### src/core/tcr_pkg.sv
////////////////////////////////////////////////////////////////////////////////
// How it works
// with fast clock select at 0 the internal count clock is the cpu tick divided by 2 up to 256.
// with fast clock select at 1 the internal count clock is the oscillator tick, code 000 divides by 128, code 111 by 1.
// in event counting mode the fast clock select bit and the prescale field have no say over counting.
// the counter is an 8-bit register that software reads and writes and that resets to zero.
// outside pwm mode, and always in event counting mode, the counter overflows every 256 counts.
// in pwm mode with the internal count clock, reload control and toggle output select a boundary of 256, 64, 32 or 16 counts.
// for the 64, 32 and 16 boundaries only the low 6, 5 or 4 bits of counter and reload are kept.
// software loads counter and reload with the boundary minus interval times count clock rate.
// with auto reload on, the reload value is copied into the counter at every overflow.
// reload writes go to a holding buffer that moves to the active reload only at overflow.
// pwm mode forces auto reload on, reload control then only picks the boundary.
// at overflow the counter keeps running and a time-out event requests the interrupt.
// with source select on the external input, each falling edge of that input advances the counter.
// the pwm enable bit puts the unit in pwm mode, where reload control and toggle output set the range unless source select picks the external input.
// with auto reload off outside pwm mode the counter wraps from its top to zero and goes on.
// a software write to the counter replaces the count at once.
////////////////////////////////////////////////////////////////////////////////
package tcr_pkg;

    // register indices, byte address is four times the index
    localparam logic [7:0] TCR_IDX_RELOAD     = 8'hcd;
    localparam logic [7:0] TCR_IDX_AUX_MODE   = 8'hd8;
    localparam logic [7:0] TCR_IDX_UNIT_MODE  = 8'hda;
    localparam logic [7:0] TCR_IDX_COUNT      = 8'hdb;
    localparam logic [7:0] TCR_IDX_IRQ_STATUS = 8'he0;
    localparam logic [7:0] TCR_IDX_IRQ_MASK   = 8'he1;
    localparam logic [7:0] TCR_IDX_APPLIED    = 8'he2;

    // unit mode register fields
    localparam int TCR_MODE_ENABLE_POS  = 7;
    localparam int TCR_MODE_RATE_LSB    = 4;
    localparam int TCR_MODE_SOURCE_POS  = 3;
    localparam int TCR_MODE_RELOAD_POS  = 2;
    localparam int TCR_MODE_TOGGLE_POS  = 1;
    localparam int TCR_MODE_PWM_POS     = 0;

    // aux mode register: only the fast clock select bit exists
    localparam int         TCR_AUX_FAST_POS  = 2;
    localparam logic [7:0] TCR_AUX_VALID     = 8'h04;

    // interrupt status bit
    localparam int TCR_IRQ_OVF_POS = 0;

    // reset values
    localparam logic [7:0] TCR_RST_COUNT  = 8'h00;
    localparam logic [7:0] TCR_RST_RELOAD = 8'h00;
    localparam logic [7:0] TCR_RST_MODE   = 8'h00;
    localparam logic [7:0] TCR_RST_AUX    = 8'h00;

    // overflow boundary masks
    localparam logic [7:0] TCR_MASK_256 = 8'hff;
    localparam logic [7:0] TCR_MASK_64  = 8'h3f;
    localparam logic [7:0] TCR_MASK_32  = 8'h1f;
    localparam logic [7:0] TCR_MASK_16  = 8'h0f;

    // prescale: cpu path divides by 2^(8-code), oscillator path by 2^(7-code)
    localparam logic [3:0] TCR_CPU_DIV_EXP = 4'h8;
    localparam logic [3:0] TCR_OSC_DIV_EXP = 4'h7;

    // avalon response codes
    localparam logic [1:0] TCR_RESP_OK    = 2'h0;
    localparam logic [1:0] TCR_RESP_ERROR = 2'h2;

endpackage

### src/core/tcr_prescaler.sv
module tcr_prescaler #(
    parameter int DIV_WIDTH = 8
) (
    input  wire logic       sys_clk_in,
    input  wire logic       rst_in,
    input  wire logic       run_in,
    input  wire logic       fcpu_tick_in,
    input  wire logic       fosc_tick_in,
    input  wire logic       fast_clock_select_in,
    input  wire logic [2:0] prescale_select_in,
    output logic            count_tick_out
);
    import tcr_pkg::*;

    generate
        if (DIV_WIDTH < 8) begin : g_bad_width
            $error("tcr_prescaler: DIV_WIDTH must be at least 8");
        end
    endgenerate

    typedef struct packed {
        logic [DIV_WIDTH-1:0] div;
        logic                 tick;
    } tcr_pre_s;

    tcr_pre_s st_reg;
    tcr_pre_s st_next;

    logic                 src_tick;
    logic [3:0]           div_exp;
    logic [DIV_WIDTH-1:0] div_mask;

    always_comb begin
        st_next  = st_reg;
        src_tick = fast_clock_select_in ? fosc_tick_in : fcpu_tick_in;
        div_exp  = (fast_clock_select_in ? TCR_OSC_DIV_EXP : TCR_CPU_DIV_EXP) - {1'b0, prescale_select_in};
        div_mask = DIV_WIDTH'((1 << div_exp) - 1);
        st_next.tick = 1'b0;
        if (!run_in) begin
            // a stopped timer restarts with a full first prescale period
            st_next.div = '0;
        end else if (src_tick) begin
            st_next.div = st_reg.div + 1'b1;
            if ((st_reg.div & div_mask) == div_mask) begin
                st_next.tick = 1'b1;
            end
        end
    end

    always_ff @(posedge sys_clk_in or posedge rst_in) begin
        if (rst_in) begin
            st_reg <= '0;
        end else begin
            st_reg <= st_next;
        end
    end

    assign count_tick_out = st_reg.tick;

endmodule

### src/core/tcr_core.sv
module tcr_core (
    input  wire logic        sys_clk_in,
    input  wire logic        rst_in,
    // avalon-mm slave, byte addressed
    input  wire logic [9:0]  avs_address_in,
    input  wire logic        avs_read_in,
    input  wire logic        avs_write_in,
    input  wire logic [31:0] avs_writedata_in,
    input  wire logic [3:0]  avs_byteenable_in,
    output logic      [31:0] avs_readdata_out,
    output logic             avs_waitrequest_out,
    output logic      [1:0]  avs_response_out,
    // count clock sources: cpu and osc ticks are one-cycle enables, the external input counts falling edges
    input  wire logic        fcpu_tick_in,
    input  wire logic        fosc_tick_in,
    input  wire logic        external_event_input_in,
    // events
    output logic             overflow_out,
    output logic             irq_out
);
    import tcr_pkg::*;

    typedef struct packed {
        logic [7:0]  count_value;
        logic [7:0]  reload_hold;
        logic [7:0]  reload_applied;
        logic [7:0]  unit_mode;
        logic [7:0]  aux_mode;
        logic [7:0]  irq_status;
        logic [7:0]  irq_mask;
        logic        ext_prev;
        logic        wait_req;
        logic [31:0] rdata;
        logic [1:0]  resp;
        logic        overflow;
        logic        irq;
    } tcr_core_s;

    tcr_core_s st_reg;
    tcr_core_s st_next;

    ////////////////////////////////////////////////////////////////////////////
    // mode decode

    logic       enable;
    logic [2:0] prescale_select;
    logic       source_select;
    logic       reload_control;
    logic       toggle_output_control;
    logic       pwm_enable_bit;
    logic       fast_clock_select;
    logic       auto_reload;
    logic [7:0] bound_mask;

    always_comb begin
        enable                = st_reg.unit_mode[TCR_MODE_ENABLE_POS];
        prescale_select       = st_reg.unit_mode[TCR_MODE_RATE_LSB +: 3];
        source_select         = st_reg.unit_mode[TCR_MODE_SOURCE_POS];
        reload_control        = st_reg.unit_mode[TCR_MODE_RELOAD_POS];
        toggle_output_control = st_reg.unit_mode[TCR_MODE_TOGGLE_POS];
        pwm_enable_bit        = st_reg.unit_mode[TCR_MODE_PWM_POS];
        fast_clock_select     = st_reg.aux_mode[TCR_AUX_FAST_POS];
        auto_reload           = reload_control || pwm_enable_bit;
        bound_mask            = TCR_MASK_256;
        if (pwm_enable_bit && !source_select) begin
            case ({reload_control, toggle_output_control})
                2'b00:   bound_mask = TCR_MASK_256;
                2'b01:   bound_mask = TCR_MASK_64;
                2'b10:   bound_mask = TCR_MASK_32;
                2'b11:   bound_mask = TCR_MASK_16;
                default: bound_mask = TCR_MASK_256;
            endcase
        end
    end

    ////////////////////////////////////////////////////////////////////////////
    // count clock

    logic prescale_tick;

    tcr_prescaler #(
        .DIV_WIDTH(8)
    ) u_prescaler (
        .sys_clk_in           (sys_clk_in),
        .rst_in               (rst_in),
        .run_in               (enable && !source_select),
        .fcpu_tick_in         (fcpu_tick_in),
        .fosc_tick_in         (fosc_tick_in),
        .fast_clock_select_in (fast_clock_select),
        .prescale_select_in   (prescale_select),
        .count_tick_out       (prescale_tick)
    );

    logic ext_fall;
    logic count_tick;
    logic at_top;
    logic ovf_event;

    always_comb begin
        ext_fall   = st_reg.ext_prev && !external_event_input_in;
        // the prescaler output is simply not looked at in event mode
        count_tick = enable && (source_select ? ext_fall : prescale_tick);
        at_top     = (st_reg.count_value & bound_mask) == bound_mask;
        ovf_event  = count_tick && at_top;
    end

    ////////////////////////////////////////////////////////////////////////////
    // bus decode

    logic       req;
    logic       accept;
    logic       lane0;
    logic [7:0] idx;
    logic       mapped;
    logic [7:0] wbyte;
    logic       wr_reload;
    logic       wr_unit_mode;
    logic       wr_aux;
    logic       wr_count;
    logic       wr_status;
    logic       wr_mask;
    logic [7:0] rd_byte;

    always_comb begin
        req    = avs_read_in || avs_write_in;
        // a write takes effect only on the edge where waitrequest is seen low
        accept = req && !st_reg.wait_req;
        lane0  = avs_byteenable_in[0];
        idx    = avs_address_in[9:2];
        wbyte  = avs_writedata_in[7:0];
        mapped = (avs_address_in[1:0] == 2'h0)
              && (idx == TCR_IDX_RELOAD || idx == TCR_IDX_AUX_MODE || idx == TCR_IDX_UNIT_MODE
               || idx == TCR_IDX_COUNT || idx == TCR_IDX_IRQ_STATUS || idx == TCR_IDX_IRQ_MASK
               || idx == TCR_IDX_APPLIED);
        wr_reload    = accept && avs_write_in && lane0 && mapped && idx == TCR_IDX_RELOAD;
        wr_aux       = accept && avs_write_in && lane0 && mapped && idx == TCR_IDX_AUX_MODE;
        wr_unit_mode = accept && avs_write_in && lane0 && mapped && idx == TCR_IDX_UNIT_MODE;
        wr_count     = accept && avs_write_in && lane0 && mapped && idx == TCR_IDX_COUNT;
        wr_status    = accept && avs_write_in && lane0 && mapped && idx == TCR_IDX_IRQ_STATUS;
        wr_mask      = accept && avs_write_in && lane0 && mapped && idx == TCR_IDX_IRQ_MASK;
        case (idx)
            TCR_IDX_AUX_MODE:   rd_byte = st_reg.aux_mode & TCR_AUX_VALID;
            TCR_IDX_UNIT_MODE:  rd_byte = st_reg.unit_mode;
            TCR_IDX_COUNT:      rd_byte = st_reg.count_value;
            TCR_IDX_IRQ_STATUS: rd_byte = st_reg.irq_status;
            TCR_IDX_IRQ_MASK:   rd_byte = st_reg.irq_mask;
            TCR_IDX_APPLIED:    rd_byte = st_reg.reload_applied;
            // reload is write only and reads as zero
            default:            rd_byte = 8'h00;
        endcase
        if (avs_address_in[1:0] != 2'h0) begin
            rd_byte = 8'h00;
        end
    end

    ////////////////////////////////////////////////////////////////////////////
    // next state

    always_comb begin
        st_next          = st_reg;
        st_next.ext_prev = external_event_input_in;
        st_next.overflow = ovf_event;

        // bus handshake: one wait cycle, then the answer
        // waitrequest idles high and drops for exactly the answer cycle
        st_next.wait_req = !(req && st_reg.wait_req);
        if (req && st_reg.wait_req) begin
            st_next.rdata = avs_read_in ? {24'h000000, rd_byte} : 32'h00000000;
            st_next.resp  = mapped ? TCR_RESP_OK : TCR_RESP_ERROR;
        end

        if (wr_unit_mode) begin
            st_next.unit_mode = wbyte;
        end
        if (wr_aux) begin
            st_next.aux_mode = wbyte & TCR_AUX_VALID;
        end
        if (wr_mask) begin
            st_next.irq_mask = wbyte;
        end
        if (wr_reload) begin
            st_next.reload_hold = wbyte;
        end

        // counter
        if (ovf_event) begin
            st_next.reload_applied = st_reg.reload_hold;
            if (auto_reload) begin
                st_next.count_value = st_reg.reload_hold & bound_mask;
            end else begin
                st_next.count_value = 8'h00;
            end
        end else if (count_tick) begin
            st_next.count_value = (st_reg.count_value + 8'h01) & bound_mask;
        end
        if (wr_count) begin
            // software write overrides the tick of the same cycle
            st_next.count_value = wbyte & bound_mask;
        end

        // sticky status, set wins over a write-one clear
        if (wr_status) begin
            st_next.irq_status = st_reg.irq_status & ~wbyte;
        end
        if (ovf_event) begin
            st_next.irq_status[TCR_IRQ_OVF_POS] = 1'b1;
        end
        st_next.irq = |(st_next.irq_status & st_next.irq_mask);
    end

    ////////////////////////////////////////////////////////////////////////////
    // state register

    always_ff @(posedge sys_clk_in or posedge rst_in) begin
        if (rst_in) begin
            st_reg                <= '0;
            st_reg.count_value    <= TCR_RST_COUNT;
            st_reg.reload_hold    <= TCR_RST_RELOAD;
            st_reg.reload_applied <= TCR_RST_RELOAD;
            st_reg.unit_mode      <= TCR_RST_MODE;
            st_reg.aux_mode       <= TCR_RST_AUX;
            st_reg.wait_req       <= 1'b1;
            st_reg.resp           <= TCR_RESP_OK;
        end else begin
            st_reg <= st_next;
        end
    end

    ////////////////////////////////////////////////////////////////////////////
    // outputs

    always_comb begin
        avs_readdata_out    = st_reg.rdata;
        avs_waitrequest_out = st_reg.wait_req;
        avs_response_out    = st_reg.resp;
        overflow_out        = st_reg.overflow;
        irq_out             = st_reg.irq;
    end

endmodule

### config.mk
export PLATFORM = sky130hd
export DESIGN_NAME = tcr_core
export DESIGN_NICKNAME = d
export VERILOG_FILES = /design/src/core/tcr_pkg.sv /design/src/core/tcr_prescaler.sv /design/src/core/tcr_core.sv
export SDC_FILE = /design/constraint.sdc
export NUM_CORES = 1
export LEC_CHECK = 0
export ABC_AREA = 1
export BUFFER_PORTS_ARGS = -buffer_cell sky130_fd_sc_hd__buf_4
export CAP_MARGIN = 25
export CORE_MARGIN = 3
export CORE_UTILIZATION = 55
export CTS_CLUSTER_DIAMETER = 80
export DETAILED_ROUTE_END_ITERATION = 6
export PLACE_DENSITY_LB_ADDON = 0.05
export SYNTH_ARGS = -nofsm -noshare
export SYNTH_HDL_FRONTEND = slang
export SYNTH_SLANG_ARGS = --single-unit
### constraint.sdc
create_clock -name sys_clk_in -period 3 [get_ports sys_clk_in]
set_clock_uncertainty 0.2 [all_clocks]
set_input_delay 0.6 -clock sys_clk_in [delete_from_list [all_inputs] [get_ports sys_clk_in]]
set_output_delay 0.6 -clock sys_clk_in [all_outputs]
set_load 0.1 [all_outputs]
Yosys cells after proc, flatten, opt, wreduce, memory -nomap -nowiden
Index checks and enable logic that the tools add are counted.

word-level totals
  register bits after elaboration = 96
  input port bits = 53
  output and inout port bits = 37
  word-level logic and storage cells = 95

cells by class
  add/sub/neg operators = 4
  equal/unequal tests = 13
  shift operators = 1
  muxes and demuxes = 20
  bitwise operators = 8
  reductions and logical operators = 34

operators by type and width
  operator                                              count
  2-to-1 mux 8 bit                                      10
  AND 8 bit                                             7
  equality test 8 bit (second input constant)           7
  one-hot mux 8 bit (6 select lines)                    1
  one-hot mux 8 bit (4 select lines)                    1
  logical AND 1 bit                                     17
  adder 8 x 1 -> 8 bit (second input constant)          2
  equality test 8 bit                                   2
  2-to-1 mux 9 bit                                      1
  logical OR 1 bit                                      8
  inverter 8 bit                                        1
  OR reduction 8 bit                                    1
  << shifter 1 x 4 -> 8 bit (first input constant)      1
  subtractor 8 x 2 -> 8 bit (second input constant)     1
  2-to-1 mux 1 bit                                      5
  equality test 2 bit (second input constant)           2
  logical NOT 1 bit                                     4
  logical NOT 2 bit                                     2
  2-to-1 mux 4 bit                                      1
  subtractor 4 x 3 -> 4 bit                             1
  nonzero test 3 bit                                    1
  equality test 2 x 1 -> 1 bit (second input constant)  1
  2-to-1 mux 2 bit                                      1
  != test 2 bit (second input constant)                 1
  nonzero test 2 bit                                    1

Longest topological paths before layout
  depth in word-level cells = 14
  depth in mapped cells = 18
  mapped depth without buffers = 18

Hierarchy
From an unflattened synthesis, not the netlist that was laid out.

second synthesis, totals
  cell total of the unflattened synthesis = 558
  area, all modules = 4287.9 um^2

modules (own cells, without submodules)
  module         instances  cells each  area each (um^2)  sequential area each (um^2)
  tcr_core       1          445         3529.6            1552.7
  tcr_prescaler  1          113         758.2             225.2

Worst setup path after synthesis
Ideal clock, no wire load.

  path kind = register to register
  from = reg st_reg, in the netlist fast_clock_select
  to = reg u_prescaler.st_reg, in the netlist u_prescaler.count_tick_out
  library setup time = 72 ps
  data arrival time = 2334 ps
  data required time = 2728 ps
  setup slack = 394 ps
  cell stages (with the launch flop) = 15
  buffers on the path = 0
  clock period less this slack = 2606 ps
  cell sequence = dfrtp_1 -> inv_1 -> ha_1 -> fa_1 -> xor2_1 -> inv_1 -> nor2_1 -> nand2_1 -> ha_1 -> o21ai_0 -> nor2_1 -> nand2_1 -> a21oi_1 -> nand4_1 -> nor2_1

RTL lines
  element                   RTL line             RTL
  start: declaration        tcr_core.sv:39       tcr_core_s st_reg;
  start signal: assignment  tcr_core.sv:225      st_reg <= st_next;
  end signal: assignment    tcr_prescaler.sv:54  st_reg <= st_next;
  end: declaration          tcr_prescaler.sv:26  tcr_pre_s st_reg;

==> impl_results.md <==
- Post-synthesis xor/xnor area fraction: 1.706%
- First-pass GRT wire length: 16.10 mm
- Reg clk slew, reported paths: roughly 90 ps
- Worst-margin pin slew: 644.6 ps
- Fin crit period: 2714 ps
- Layout cell share with drive strength beyond 1: between 10% and 20%
- Num CTS Buffers: 9
- Initial Util: 58.50%
- CTS Hold Bufs: 0
- Combinational share of power: a little under an eighth
- DRC: 0
- Rows: 30
- Seq pwr share: a little under half
- Rel. slew slack: a little under three fifths
- Post-DP HPWL: approximately 7.5 mm
- Via count: 3529
- Routed vias/inst: 5.339
- P_leak: about 2.3 nW
- Sw Share: 29.61%
- Die span in y: between 90 and 100 um
- Main combinational cell family by area after synthesis: simple AND/OR/NAND/NOR gates
- Commonest non-fill, non-tap cell in the layout: nand2_1
- Yosys Warn Count: 0
- IO Count: 90
- Synth Area in Compound Gates: between 15 and 20%
- Most frequent cells in the layout: nand2_1 (110), dfrtp_1 (70), inv_1 (68)
- Net count reported at finish: between 600 and 700
- Critical Path Start Type: flop
- Required @ worst endpoint: 3100 ps
- Drt first pass iters: 5
- Cell area after synthesis: 4106 um2
- Distinct cells, synth: between 40 and 50
- Die ar.: 8539 um2
- Diodes inserted: 0
- Synth area leader: dfrtp_1
- Final Max Tran Viols: 0
- Drt wl/cell: 14.76 um
- GPL Wtd Cong: 0.9307
- H-tree depth: 3
- Crit-path max FO: 4
- Max-cap viol count: 0
- Core area: roughly 7000 um2
- Pwr Total: about 0.0021 W
- CP Capture Type: flop
- CTS tree: built
- Antenna viol nets, final: 0
- Unrepaired setup endpoints after global routing: no
- Area contributors post-synth: dfrtp_1 (43%), nand2_1 (10%), o21ai_0 (6.5%)
- Share of total power in the clock network: between 40% and 50%
- Fmax: roughly 370 MHz
- Worst reg2reg endpoint: u_prescaler.count_tick_out
- R2R Path Start: prescale_select[0]
- Setup Viol. Count Final: 0
- HP Class: in2async
- Final Cycle Share: about nine tenths
- Total Routing Usage GR: between 20% and 30%
- Synthesized flop and latch total: a little over 70
- Adder-cell share of the synthesized area: under 10%
- Largest net degree at the start of global routing: 33
- Status: complete, no violations
- Synth top area share: a little over two fifths
- Critical path class: reg2reg
- Pint: 0.001475 W
- Fin. Hold Viols: 0
- Power Density: approximately 450 nW/um2
- Clk_lat worst skew: 360 ps
- Worst-case reg-to-reg path depth: 13
- Clk buf depth: 2
- Number of global-route vias before repair: between 3k and 4k
- Area grow syn2layout: 12.52%
- Overflow after GRT: 0
- Multiplexer share of the synthesized area: 0%
- Synthesized area per cell: 7.912 um2
- Max reg flops: 42
- Final WL: 9.755 mm
- CTS root buffer: clkbuf_8
- Reg-to-reg slack, setup: between 200 and 300 ps
- Synth Instances: about 520
- CTS sink count: a little over 70
- Worst Path Arrival: between 2000 and 3000 ps
- Initial antenna violation count: 0
- Starting DRT DRC Count: around 260
- Post-synthesis simple-gate area fraction: between 20 and 25%
- Net Switching: between 0.0006 and 0.0007 W
- Die X: 92.41 um
- Sequential area share after synthesis: 43.30%
- I/O Buffers: 37
- TNS Setup: 0 ps
- Peak VDD IR: 299.2 uV
==> layer usage <==
layer	up-vias	GRT usage [%]	wire, um
li1	1728	-	-
met1	1650	34.34	4322
met2	135	38.55	4562
met3	16	4.793	660
met4	0	6.683	209
met5	-	0	0
==> cells in the mapped netlist (all sizes together) <==
cell    number
nand2      118
inv         73
dfrtp       70
o21ai       63
nor2        41
buf         40
nand3       30
a21oi       15
o22ai       11
nor3        10
xor2         7
ha           6
nand4        5
a211oi       4
a32o         4
o221ai       4
a311oi       3
and3         2
clkbuf       2
a21o         1
a31oi        1
and3b        1
clkinv       1
conb         1
dfstp        1
fa           1
o211ai       1
o21bai       1
or2          1
xnor2        1
==> cell families after synthesis <==
logic type / after synthesis
XOR/XNOR: 8
AO/OA/AOI/OAI: 108
flip-flops: 71
AND/OR/NAND/NOR: 208
buffers and inverters: 116
adder cells (fa/ha/maj): 7
other: 1
==> cell type report <==
| class | instances | area, um2 |
|---|---|---|
| sequential | 71 | 1778 |
| tap | 96 | 120.1 |
| fill | 636 | 2399 |
| clock inverter | 7 | 102.6 |
| clock buffer | 9 | 123.9 |
| multi-input combinational | 356 | 1846 |
| timing repair buffer | 48 | 372.9 |
| inverter | 74 | 277.8 |
==> critical path, stage by stage (launching register included) <==
cell and delay [ps]:
dfrtp_1 410, ha_1 230, fa_1 410, xor2_2 160, inv_1 80, nor2_2 170, nand2_1 100, ha_1 300
o21ai_0 70, nor2_1 110, nand2_1 60, a21oi_1 120, nand4_1 130, nor2_1 100
==> how the worst max path moves through the flow <==
stage	slack (ps)	from	endpoint
after floorplan	390	fast_clock_select	u_prescaler.count_tick_out
after global placement	210	avs_address_in[6]	irq_out
after detailed placement	180	fast_clock_select	u_prescaler.count_tick_out
after CTS	130	fast_clock_select	u_prescaler.count_tick_out
after global routing	20	prescale_select[0]	u_prescaler.count_tick_out
final	290	prescale_select[0]	u_prescaler.count_tick_out
==> what timing repair did <==
item,CTS,global route
buffers inserted,0,1
setup endpoints to repair,0,1
gates resized for setup,0,2
==> power groups by stage <==
stage	registers (W)	clock network, W	logic, W
floorplan	0.000993	0	0.000207
global route	0.000962	0.000936	0.000261
global placement	0.000980	0	0.000247
CTS	0.000962	0.000891	0.000248
finish	0.000962	0.000886	0.000247
detailed placement	0.000981	0	0.000248
==> per-stage QoR <==
step | setup slack, ps | hold slack (ps) | std cells | util, % | cell area (um2)
after floorplan | 394.2 | 253.0 | 543 | - | 4197
after global placement | 206.8 | 267.2 | 644 | 62.35 | 4377
after detailed placement | 177.2 | 273.1 | 644 | 62.35 | 4377
after CTS | 127.5 | 142.0 | 660 | 65.58 | 4603
after global routing | 24.99 | 152.4 | 661 | 65.83 | 4621
final | 286.0 | 129.5 | 661 | 65.83 | 4621
(Power assumes the default switching activity.)
